`config.mk`:
```
export PLATFORM = sky130hd
export DESIGN_NAME = port_e_pin_function_select
export DESIGN_NICKNAME = d
export VERILOG_FILES = /design/src/verilog/pe_mux_pkg.sv /design/src/verilog/port_e_pin_function_select.sv
export SDC_FILE = /design/constraint.sdc
export NUM_CORES = 1
export LEC_CHECK = 0
export ABC_AREA = 1
export BUFFER_PORTS_ARGS = -buffer_cell sky130_fd_sc_hd__buf_2
export CAP_MARGIN = 20
export CORE_ASPECT_RATIO = 1.75
export CORE_MARGIN = 10
export CORE_UTILIZATION = 41
export DETAILED_ROUTE_END_ITERATION = 16
export GPL_ROUTABILITY_DRIVEN = 0
export PLACE_DENSITY = 0.92
export SLEW_MARGIN = 30
export SYNTH_ARGS = -nofsm -noshare
export SYNTH_HDL_FRONTEND = slang
export SYNTH_SLANG_ARGS = --single-unit
```
`constraint.sdc`:
```
create_clock -name mclk -period 1.2 [get_ports mclk]
set_input_delay 0.24 -clock mclk [delete_from_list [all_inputs] [get_ports mclk]]
set_output_delay 0.24 -clock mclk [all_outputs]
set_load 0.005 [all_outputs]
```
`src/verilog/pe_mux_pkg.sv`:
```
package pe_mux_pkg;
   // ----------------------------------------
   // Register map
   // ----------------------------------------
   localparam logic [11:0] ctrl_offset = 12'h000;
   localparam logic [11:0] status_offset = 12'h004;
   localparam logic [15:0] ctrl_reset = 16'h0000;
   localparam logic [15:0] ctrl_mask = 16'h3ffc;
   localparam int npins = 7;
   localparam int pin_base = 8;
   localparam int fld_w = 2;

   // ----------------------------------------
   // Mode codes
   // ----------------------------------------
   typedef enum logic [1:0]
   {
      mode_port = 2'b00,
      mode_timer = 2'b01,
      mode_alt = 2'b10,
      mode_bad = 2'b11
   } pin_mode_e;

   typedef struct packed
   {
      logic [11:0] paddr;
      logic psel;
      logic penable;
      logic pwrite;
      logic [31:0] pwdata;
      logic [3:0] pstrb;
   } apb_req_s;

   typedef struct packed
   {
      logic [31:0] prdata;
      logic pready;
      logic pslverr;
   } apb_rsp_s;

   typedef struct packed
   {
      logic [15:0] ctrl_r;
      logic [6:0] bad_code_r;
      logic [31:0] prdata_r;
      logic pslverr_r;
   } mux_state_s;
endpackage : pe_mux_pkg

```
`src/verilog/port_e_pin_function_select.sv`:
```
// Functional notes
// RQ1: Pin 14 field bits 13:12 picks port I/O on 00 and timer ch4 io c on 01; 10 and 11 invalid.
// RQ2: Pin 13 field bits 11:10 picks port, timer ch4 io b, or manual reset input; 11 invalid.
// RQ3: Pin 12 field bits 9:8 picks port I/O on 00 and timer ch4 io a on 01; others invalid.
// RQ4: Pin 11 field bits 7:6 picks port I/O on 00 and timer ch3 io d on 01; others invalid.
// RQ5: Pin 10 field bits 5:4 picks port, timer ch3 io c, or serial 2 transmit; 11 invalid.
// RQ6: Pin 9 field bits 3:2 picks port I/O on 00 and timer ch3 io b on 01; others invalid.
// RQ7: Software writes only the codes defined for each pin, never a prohibited one.
// RQ8: All fields reset to zero, so every pin starts as port I/O, and all are read/write.
//
// The implementer's own choices: the address map and the APB register port.
`timescale 1ns/100ps
`default_nettype none
module port_e_pin_function_select
(
   input wire logic mclk,
   input wire logic rst,
   input wire pe_mux_pkg::apb_req_s apb_req,
   output pe_mux_pkg::apb_rsp_s apb_rsp,
   // Pins 14..9 (index 0 = pin 9)
   input wire logic [5:0] port_out,
   input wire logic [5:0] port_oe,
   output logic [5:0] port_in,
   input wire logic [5:0] timer_out,
   input wire logic [5:0] timer_oe,
   output logic [5:0] timer_in,
   input wire logic serial2_transmit,
   output logic manual_reset_in,
   input wire logic [5:0] pad_in,
   output logic [5:0] pad_out,
   output logic [5:0] pad_oe,
   output logic [5:0] pin_mode_invalid
);
   import pe_mux_pkg::*;

   // ----------------------------------------
   // Field decode
   // ----------------------------------------
   // Pin p (9..14) owns bits 2*(p-9)+3 : 2*(p-9)+2
   function automatic logic [1:0] field_of(input logic [15:0] c, input int idx);
      field_of = c[idx*fld_w+2 +: fld_w];
   endfunction : field_of

   // Only pins 13 and 10 have a third function
   function automatic logic code_ok(input logic [1:0] m, input int idx);
      code_ok = (m == mode_port) || (m == mode_timer) ||
                ((m == mode_alt) && (idx == 4 || idx == 1));
   endfunction : code_ok

   mux_state_s s_r;
   mux_state_s s_nxt;
   logic [1:0] fld [6];
   logic wr_en;
   logic rd_en;

   assign wr_en = apb_req.psel && apb_req.penable && apb_req.pwrite;
   assign rd_en = apb_req.psel && !apb_req.penable && !apb_req.pwrite;

   // ----------------------------------------
   // Register state
   // ----------------------------------------
   always_comb
   begin
      s_nxt = s_r;
      if (wr_en && apb_req.paddr == ctrl_offset)
      begin
         // Byte strobes honoured; bits above 13 stay zero
         if (apb_req.pstrb[0])
            s_nxt.ctrl_r[7:0] = apb_req.pwdata[7:0] & ctrl_mask[7:0]; // [RQ8]
         if (apb_req.pstrb[1])
            s_nxt.ctrl_r[15:8] = apb_req.pwdata[15:8] & ctrl_mask[15:8]; // [RQ8]
      end
      s_nxt.pslverr_r = 1'b0;
      if (apb_req.psel && !apb_req.penable)
         s_nxt.pslverr_r = (apb_req.paddr != ctrl_offset) &&
                           (apb_req.paddr != status_offset || apb_req.pwrite);
      if (rd_en)
      begin
         if (apb_req.paddr == ctrl_offset)
            s_nxt.prdata_r = {16'h0000, s_r.ctrl_r}; // [RQ8]
         else if (apb_req.paddr == status_offset)
            s_nxt.prdata_r = {25'h0000000, s_r.bad_code_r};
         else
            s_nxt.prdata_r = 32'h0000_0000;
      end
      for (int i = 0; i < 6; i++)
         s_nxt.bad_code_r[i] = !code_ok(field_of(s_nxt.ctrl_r, i), i); // [RQ7]
      s_nxt.bad_code_r[6] = 1'b0;
   end

   always_ff @(posedge mclk or posedge rst)
   begin
      if (rst)
         s_r <= '{ctrl_r: ctrl_reset, bad_code_r: 7'h00, prdata_r: 32'h0000_0000,
                  pslverr_r: 1'b0}; // [RQ8]
      else
         s_r <= s_nxt;
   end

   assign apb_rsp.prdata = s_r.prdata_r;
   assign apb_rsp.pready = 1'b1;
   assign apb_rsp.pslverr = s_r.pslverr_r && apb_req.psel && apb_req.penable;

   // ----------------------------------------
   // Pin routing
   // ----------------------------------------
   // Invalid codes park the pad as an undriven input; safer than guessing
   for (genvar g = 0; g < 6; g++)
   begin : g_pin
      assign fld[g] = field_of(s_r.ctrl_r, g);
      always_comb
      begin
         pad_out[g] = 1'b0;
         pad_oe[g] = 1'b0;
         port_in[g] = 1'b0;
         timer_in[g] = 1'b0;
         case (fld[g])
            mode_port:
            begin
               pad_out[g] = port_out[g];
               pad_oe[g] = port_oe[g];
               port_in[g] = pad_in[g];
            end
            mode_timer:
            begin
               pad_out[g] = timer_out[g]; // [RQ1] [RQ2] [RQ3] [RQ4] [RQ5] [RQ6]
               pad_oe[g] = timer_oe[g];
               timer_in[g] = pad_in[g];
            end
            mode_alt:
            begin
               if (g == 1)
               begin
                  pad_out[g] = serial2_transmit; // [RQ5]
                  pad_oe[g] = 1'b1;
               end
            end
            default:
            begin
               pad_oe[g] = 1'b0;
            end
         endcase
      end
   end

   // Idle high when not routed, matching an inactive low-true reset request
   assign manual_reset_in = (fld[4] == mode_alt) ? pad_in[4] : 1'b1; // [RQ2]
   assign pin_mode_invalid = s_r.bad_code_r[5:0]; // [RQ7]

   // ----------------------------------------
   // Checks
   // ----------------------------------------
   chk_reset_zero: assert property (@(posedge mclk) $rose(rst) |=> s_r.ctrl_r == 16'h0000 || rst) // [RQ8]
      else $error("control not zero after reset");
   chk_pin14_timer: assert property (@(posedge mclk) disable iff (rst)
      s_r.ctrl_r[13:12] == 2'b01 |-> pad_out[5] == timer_out[5] && pad_oe[5] == timer_oe[5]) // [RQ1]
      else $error("pin14 timer route wrong");
   chk_pin13_manual_reset_in: assert property (@(posedge mclk) disable iff (rst)
      s_r.ctrl_r[11:10] == 2'b10 |-> manual_reset_in == pad_in[4] && !pad_oe[4]) // [RQ2]
      else $error("pin13 manual reset route wrong");
   chk_pin12_timer: assert property (@(posedge mclk) disable iff (rst)
      s_r.ctrl_r[9:8] == 2'b01 |-> timer_in[3] == pad_in[3]) // [RQ3]
      else $error("pin12 timer input wrong");
   chk_pin11_port: assert property (@(posedge mclk) disable iff (rst)
      s_r.ctrl_r[7:6] == 2'b00 |-> port_in[2] == pad_in[2] && pad_out[2] == port_out[2]) // [RQ4]
      else $error("pin11 port route wrong");
   chk_pin10_serial: assert property (@(posedge mclk) disable iff (rst)
      s_r.ctrl_r[5:4] == 2'b10 |-> pad_oe[1] && pad_out[1] == serial2_transmit) // [RQ5]
      else $error("pin10 serial route wrong");
   chk_pin9_timer: assert property (@(posedge mclk) disable iff (rst)
      s_r.ctrl_r[3:2] == 2'b01 |-> pad_out[0] == timer_out[0]) // [RQ6]
      else $error("pin9 timer route wrong");
   chk_bad_flag: assert property (@(posedge mclk) disable iff (rst)
      s_r.ctrl_r[13:12] == 2'b11 |-> pin_mode_invalid[5] && !pad_oe[5]) // [RQ7]
      else $error("prohibited code not flagged");
   chk_write_read: assert property (@(posedge mclk) disable iff (rst)
      wr_en && apb_req.paddr == ctrl_offset && apb_req.pstrb == 4'hf
      |=> s_r.ctrl_r == ($past(apb_req.pwdata[15:0]) & ctrl_mask)) // [RQ8]
      else $error("control write lost");

   // ----------------------------------------
   // Per-pin checks
   // ----------------------------------------
   chk_p9_port: assert property (@(posedge mclk) disable iff (rst) // [RQ6]
      fld[0] == mode_port |-> pad_oe[0] == port_oe[0] && port_in[0] == pad_in[0])
      else $error("pin9 port route wrong");

   chk_p9_timer: assert property (@(posedge mclk) disable iff (rst) // [RQ6]
      fld[0] == mode_timer |-> pad_oe[0] == timer_oe[0] && timer_in[0] == pad_in[0])
      else $error("pin9 timer oe wrong");

   chk_p9_alt_bad: assert property (@(posedge mclk) disable iff (rst) // [RQ6]
      fld[0] == mode_alt |-> pin_mode_invalid[0] && !pad_oe[0] && !port_in[0] && !timer_in[0])
      else $error("pin9 code 10 not parked");

   chk_p9_bad: assert property (@(posedge mclk) disable iff (rst) // [RQ7]
      fld[0] == mode_bad |-> pin_mode_invalid[0] && !pad_oe[0])
      else $error("pin9 code 11 not parked");

   chk_p10_port: assert property (@(posedge mclk) disable iff (rst) // [RQ5]
      fld[1] == mode_port |-> pad_oe[1] == port_oe[1] && port_in[1] == pad_in[1])
      else $error("pin10 port route wrong");

   chk_p10_timer: assert property (@(posedge mclk) disable iff (rst) // [RQ5]
      fld[1] == mode_timer |-> pad_oe[1] == timer_oe[1] && timer_in[1] == pad_in[1])
      else $error("pin10 timer route wrong");

   chk_p10_bad: assert property (@(posedge mclk) disable iff (rst) // [RQ7]
      fld[1] == mode_bad |-> pin_mode_invalid[1] && !pad_oe[1])
      else $error("pin10 code 11 not parked");

   chk_p10_alt_ok: assert property (@(posedge mclk) disable iff (rst) // [RQ5]
      fld[1] == mode_alt |-> !pin_mode_invalid[1])
      else $error("pin10 serial code flagged");

   chk_p10_alt_in: assert property (@(posedge mclk) disable iff (rst) // [RQ5]
      fld[1] == mode_alt |-> !port_in[1] && !timer_in[1])
      else $error("pin10 serial leaks input");

   chk_p11_port: assert property (@(posedge mclk) disable iff (rst) // [RQ4]
      fld[2] == mode_port |-> pad_oe[2] == port_oe[2])
      else $error("pin11 port oe wrong");

   chk_p11_timer: assert property (@(posedge mclk) disable iff (rst) // [RQ4]
      fld[2] == mode_timer |-> pad_out[2] == timer_out[2] && timer_in[2] == pad_in[2])
      else $error("pin11 timer route wrong");

   chk_p11_alt_bad: assert property (@(posedge mclk) disable iff (rst) // [RQ4]
      fld[2] == mode_alt |-> pin_mode_invalid[2] && !pad_oe[2])
      else $error("pin11 code 10 not parked");

   chk_p11_bad: assert property (@(posedge mclk) disable iff (rst) // [RQ7]
      fld[2] == mode_bad |-> pin_mode_invalid[2] && !pad_oe[2])
      else $error("pin11 code 11 not parked");

   chk_p12_port: assert property (@(posedge mclk) disable iff (rst) // [RQ3]
      fld[3] == mode_port |-> pad_oe[3] == port_oe[3] && port_in[3] == pad_in[3])
      else $error("pin12 port route wrong");

   chk_p12_timer: assert property (@(posedge mclk) disable iff (rst) // [RQ3]
      fld[3] == mode_timer |-> pad_oe[3] == timer_oe[3] && pad_out[3] == timer_out[3])
      else $error("pin12 timer drive wrong");

   chk_p12_alt_bad: assert property (@(posedge mclk) disable iff (rst) // [RQ3]
      fld[3] == mode_alt |-> pin_mode_invalid[3] && !pad_oe[3])
      else $error("pin12 code 10 not parked");

   chk_p12_bad: assert property (@(posedge mclk) disable iff (rst) // [RQ7]
      fld[3] == mode_bad |-> pin_mode_invalid[3] && !pad_oe[3])
      else $error("pin12 code 11 not parked");

   chk_p13_port: assert property (@(posedge mclk) disable iff (rst) // [RQ2]
      fld[4] == mode_port |-> pad_oe[4] == port_oe[4] && port_in[4] == pad_in[4])
      else $error("pin13 port route wrong");

   chk_p13_timer: assert property (@(posedge mclk) disable iff (rst) // [RQ2]
      fld[4] == mode_timer |-> pad_oe[4] == timer_oe[4] && timer_in[4] == pad_in[4])
      else $error("pin13 timer route wrong");

   chk_p13_alt_ok: assert property (@(posedge mclk) disable iff (rst) // [RQ2]
      fld[4] == mode_alt |-> !pin_mode_invalid[4] && !port_in[4] && !timer_in[4])
      else $error("pin13 reset code mishandled");

   chk_p13_bad: assert property (@(posedge mclk) disable iff (rst) // [RQ7]
      fld[4] == mode_bad |-> pin_mode_invalid[4] && !pad_oe[4])
      else $error("pin13 code 11 not parked");

   chk_manual_reset_in_idle: assert property (@(posedge mclk) disable iff (rst) // [RQ2]
      fld[4] != mode_alt |-> manual_reset_in)
      else $error("manual reset not idle");

   chk_p14_port: assert property (@(posedge mclk) disable iff (rst) // [RQ1]
      fld[5] == mode_port |-> pad_oe[5] == port_oe[5] && port_in[5] == pad_in[5])
      else $error("pin14 port route wrong");

   chk_p14_timer_in: assert property (@(posedge mclk) disable iff (rst) // [RQ1]
      fld[5] == mode_timer |-> timer_in[5] == pad_in[5] && !port_in[5])
      else $error("pin14 timer input wrong");

   chk_p14_alt_bad: assert property (@(posedge mclk) disable iff (rst) // [RQ1]
      fld[5] == mode_alt |-> pin_mode_invalid[5] && !pad_oe[5])
      else $error("pin14 code 10 not parked");

   // ----------------------------------------
   // Bus checks
   // ----------------------------------------
   chk_bus_ready: assert property (@(posedge mclk) disable iff (rst) // [RQ8]
      apb_req.psel |-> apb_rsp.pready)
      else $error("ready dropped");

   chk_err_access: assert property (@(posedge mclk) disable iff (rst) // [RQ8]
      !(apb_req.psel && apb_req.penable) |-> !apb_rsp.pslverr)
      else $error("error outside access");

   chk_unused_bits: assert property (@(posedge mclk) disable iff (rst) // [RQ8]
      s_r.ctrl_r[15:14] == 2'b00 && s_r.ctrl_r[1:0] == 2'b00)
      else $error("unused control bits set");

   chk_ctrl_read: assert property (@(posedge mclk) disable iff (rst) // [RQ8]
      rd_en && apb_req.paddr == ctrl_offset |=> apb_rsp.prdata == {16'h0000, $past(s_r.ctrl_r)})
      else $error("control read wrong");

   chk_status_read: assert property (@(posedge mclk) disable iff (rst) // [RQ7]
      rd_en && apb_req.paddr == status_offset
      |=> apb_rsp.prdata == {25'h0000000, $past(s_r.bad_code_r)})
      else $error("status read wrong");

   cov_timer: cover property (@(posedge mclk) s_r.ctrl_r[13:12] == 2'b01);
   cov_manual_reset_in: cover property (@(posedge mclk) s_r.ctrl_r[11:10] == 2'b10);
   cov_serial: cover property (@(posedge mclk) s_r.ctrl_r[5:4] == 2'b10);
   cov_bad: cover property (@(posedge mclk) |pin_mode_invalid);
endmodule : port_e_pin_function_select
`default_nettype wire

```
Yosys cells after proc, flatten, opt, wreduce, memory -nomap -nowiden
Cells that the tools add are included.

storage, ports and cells
  register bits = 51
  latch bits = 0
  RAM bits = 0
  memory bits (read-only) = 0
  input bits = 84
  output and inout bits = 65
  logic and storage cells = 92
  memories kept = 0

operators by class
  add/subtract/negate cells = 0
  multipliers = 0
  divide/modulo/power cells = 0
  magnitude comparators = 0
  eq/ne operators = 18
  shift-type cells = 0
  multiplexer cells = 31
  bitwise logic cells = 0
  reductions and logical operators = 39

operators with widths
  cell                                                     count
  2-to-1 mux 14 bit                                        2
  == test 2 x 1 -> 1 bit (second input constant)           12
  zero test 2 bit                                          12
  case mux 1 bit (2 select lines)                          10
  2-to-1 mux 1 bit                                         14
  == test 12 x 3 -> 1 bit (second input constant)          1
  zero test 12 bit                                         1
  2-to-1 mux 6 bit                                         2
  inequality test 12 x 3 -> 1 bit (second input constant)  1
  nonzero test 12 bit                                      1
  logical OR 1 bit                                         9
  == test 2 bit (second input constant)                    4
  logical AND 1 bit                                        8
  zero test 1 bit                                          8
  2-to-1 mux 8 bit                                         1
  case mux 1 bit (3 select lines)                          2

Logic depth before layout (Yosys ltp)
  depth after elaboration = 8
  gate-level depth with buffers = 8

Worst setup path after synthesis
OpenSTA, ideal clock, no wires.

  path kind = reg2out
  from = reg with a tool-made name
  to = out pad_oe[0]
  arrival = 893 ps
  data required time = 960 ps
  path slack = 67 ps
  cell stages (with the launch flop) = 3
  path buffers = 0
  cell sequence = dfrtp_1 > or2_2 > o21ai_0

RTL lines
  what           line                              RTL
  end, declared  port_e_pin_function_select.sv:31  output logic [5:0] pad_oe,

==> results list <==
* Status: finished with violations
- The checks that failed: setup timing.
* Number of cells after detailed placement: 428
- The HPWL after detailed placement is 5.071 mm.
* Sequential-to-total area share from yosys stat: 35.76%
* Final std cell area, no fill: 2863 um^2
* FMAX: 697.4 MHz
- For the final database, setup skew stands at 0.003385 ns.
- Routed wire length: 6.487 mm
- Summing over every cut layer, the via total after detailed routing is 2075.
- Setup violations remaining at the end of the flow were counted as 28.
- STA classifies the critical path endpoint as a primary output.
- H-tree level count: 2
- Floorplan die area: 8275 um^2
- Number of buffers inserted during clock tree synthesis: 5
- The count of buffers added on input and output ports is 107.
* Post-layout worst setup margin: -0.2338 ns
- Total congestion overflow after global routing: 0
* Filler cell count in the final layout: 390
* Buffer type at the clock tree root: sky130_fd_sc_hd__clkbuf_8
- Area after detailed placement: 2510 um^2
- Count of placed standard cells in the final layout, fillers left out: 449
- GRT Total Usage: 14.96%
- The netlist uses 24 different library cells.
- Cells after synthesis: 277
* Antenna violations before repair: 0
* Worst-path fanout max: 3
- Iter 0 DRT Violations: 69
- Number of slew-limit violations in the final report: 0
* Starting density of the core: 42.74%
- Wire length per cell: 14.45 um
* Antenna viol nets, final: 0
- Max-cap violation count: 0
- In the routed design, unresolved DRC markers number 0.
* EDFF count, synth: 0
- Clock-pin slew was measured on the worst setup and hold paths at 0.07 ns.
- Per-cell via count in the routed design: 4.621
- The hold violation count in the final report came to 0.
- STA classifies the critical path startpoint as a flop.
- Relative area change from synthesis to final layout: 41.06%
- The pre-antenna-repair detailed-routing pass consisted of 4 iterations.
- Type of the worst setup path: reg -> out
* Antenna diodes: 0
- Async set or reset register ratio after synthesis: 100.0%
* Total of flip-flops plus latches after synthesis: 29
* Utilization after layout: 60.29%
- Clock period minus final worst setup slack: 1.434 ns
- Worst-case hold slack: 0.01779 ns
- Leakage power total: 1.710 nW
* CTS tree: done
* Data required time of the critical path: 0.96 ns
- The floorplan has 33 rows.
- Minimum setup slack after placement: -0.09970 ns
- Max IR drop VDD: 703.7 uV
- Worst hold-check path type: in -> async
* Destination of the worst register-to-register timing path: apb_rsp[4]
- Global-route wire length before repair: 10.08 mm
- P per Cell Area: 723.6 nW/um^2
- Clock insertion delay at the later pin of the skew report: 0.28 ns
- For flop-to-flop paths, the worst setup slack is 0.10 ns.
- The die is 113.1 um tall.
* Core Box Area: 4748 um^2
- I/O Pins: 149
- Fraction of the cycle the final worst path needs: 119.5%
- Worst Path Arrival: 1.19 ns
- Worst R2R Path Depth: 7
- Width of the chip: 73.19 um
- Each instance of the synthesized netlist takes up on average 7.327 um^2.
- The number of global-route vias before repair is 2237.
- Total Nets Final: 480
- Setup repair after global routing could not meet its margin everywhere.
- Cell Area, Synth: 2029 um^2
- For this run, the leading register cell type out of synthesis is sky130_fd_sc_hd__dfrtp_1.
- Number of warning messages in the yosys log: 0
- Entering global routing, the biggest net connects 30 pins.
- Share of layout cells above drive strength 1: 50.38%
* Bufs on Longest Clock Path: 2
- Number of sinks handled by clock tree synthesis: 29
-- critical path: stages (launching register included) --
cell and delay [ns]:
sky130_fd_sc_hd__dfrtp_1 0.38, sky130_fd_sc_hd__or2_4 0.26, sky130_fd_sc_hd__o21ai_1 0.13, sky130_fd_sc_hd__buf_2 0.14
-- final cells by class --
class	count	area [um^2]	area share [%]
clock buffers	5	68.82	2.404
multi-input cells	181	1002	35.01
well taps	52	65.06	2.273
inverters	43	176.4	6.163
repair buffers	136	802.0	28.02
clock inverters	3	17.52	0.6119
flip-flops and latches	29	730.7	25.52
-- through the flow --
step	setup TNS, ns	power [W]
floorplan	0	0.001165
CTS	-4.086	0.002077
global route	-5.873	0.002187
global placement	-0.7683	0.001275
detailed placement	-1.282	0.001283
finish	-4.114	0.002072
-- worst max-delay path by stage --
| stage | end | slack [ns] | depth (start not counted) |
|---|---|---|---|
| after floorplan | pad_oe[0] | 0.07 | 2 |
| after global placement | pin_mode_invalid[1] | -0.07 | 9 |
| after detailed placement | pin_mode_invalid[4] | -0.1 | 9 |
| after CTS | pad_oe[2] | -0.21 | 3 |
| after global routing | pad_out[5] | -0.30 | 3 |
| final | pad_out[5] | -0.23 | 3 |
-- what timing repair did --
action | 4_1_cts | 5_1_grt
resized for setup | 38 | 27
cloned | 0 | 0
hold buffers | 0 | 0
setup endpoints to repair | 25 | 30
pin swaps | 7 | 8
buffers inserted | 6 | 7
-- layout by cell type, fill, tap and decap left out --
| cell type | count |
|---|---|
| sky130_fd_sc_hd__buf_2 | 104 |
| sky130_fd_sc_hd__nand2_1 | 56 |
| sky130_fd_sc_hd__inv_1 | 32 |
| sky130_fd_sc_hd__dfrtp_1 | 25 |
| sky130_fd_sc_hd__nand3_1 | 24 |
| sky130_fd_sc_hd__buf_4 | 21 |
| sky130_fd_sc_hd__conb_1 | 19 |
| sky130_fd_sc_hd__nor2_1 | 13 |
| sky130_fd_sc_hd__o21ai_0 | 12 |
| sky130_fd_sc_hd__buf_6 | 11 |
| sky130_fd_sc_hd__o21ai_1 | 10 |
| sky130_fd_sc_hd__nand2_2 | 7 |
| sky130_fd_sc_hd__nand3_2 | 7 |
| sky130_fd_sc_hd__inv_4 | 6 |
| sky130_fd_sc_hd__o21ai_2 | 6 |
| sky130_fd_sc_hd__nor2_2 | 5 |
| sky130_fd_sc_hd__inv_2 | 5 |
| sky130_fd_sc_hd__clkbuf_8 | 5 |
| sky130_fd_sc_hd__nor3_2 | 4 |
| sky130_fd_sc_hd__nand4_1 | 4 |
| sky130_fd_sc_hd__or2_4 | 4 |
| sky130_fd_sc_hd__dfrtp_2 | 4 |
| sky130_fd_sc_hd__nor2_8 | 2 |
| sky130_fd_sc_hd__nor2_4 | 2 |
| sky130_fd_sc_hd__nand4_4 | 2 |
| sky130_fd_sc_hd__a21oi_1 | 2 |
| sky130_fd_sc_hd__clkinv_2 | 2 |
| sky130_fd_sc_hd__nand2_4 | 1 |
| sky130_fd_sc_hd__nand3_4 | 1 |
| sky130_fd_sc_hd__clkinvlp_4 | 1 |
-- synthesized netlist by cell type, types with 2 or more instances --
library cell	count	area share, %
sky130_fd_sc_hd__nor3_1	3	0.74
sky130_fd_sc_hd__dfrtp_1	29	36
sky130_fd_sc_hd__nand3_1	30	7.4
sky130_fd_sc_hd__inv_2	2	0.37
sky130_fd_sc_hd__buf_4	40	15
sky130_fd_sc_hd__nand4_4	2	2.1
sky130_fd_sc_hd__nor2_2	2	0.62
sky130_fd_sc_hd__a21oi_1	2	0.49
sky130_fd_sc_hd__o21ai_1	8	2.0
sky130_fd_sc_hd__nand2_2	4	1.2
sky130_fd_sc_hd__nor2_8	2	2.0
sky130_fd_sc_hd__conb_1	2	0.37
sky130_fd_sc_hd__inv_1	41	7.6
sky130_fd_sc_hd__nand2_1	59	11
sky130_fd_sc_hd__nor2_1	17	3.1
sky130_fd_sc_hd__o21ai_0	20	4.9
sky130_fd_sc_hd__or2_2	4	1.2
sky130_fd_sc_hd__nand4_1	4	1.2
-- logic make-up after synthesis --
kind of cell,count (synthesis),synth area share (%)
AO/OA/AOI/OAI,30,7.399
AND/OR/NAND/NOR,132,33.54
other,2,0.3701
buffers and inverters,84,22.93
flip-flops,29,35.76
-- power by group --
part | total (W) | internal, W | switching (W)
registers | 0.000980 | 0.000979 | 0.000000817
logic | 0.000306 | 0.000139 | 0.000167
clock network | 0.000785 | 0.000399 | 0.000386
-- routing by layer --
layer | share of wire [%] | vias to the layer above | track usage (%)
li1 | - | 1050 | -
met1 | 35 | 930 | 14.15
met2 | 55 | 83 | 27.46
met3 | 8.0 | 12 | 5.862
met4 | 2.0 | 0 | 5.471
met5 | 0 | - | 0
Power figures use the tool's default switching activity.
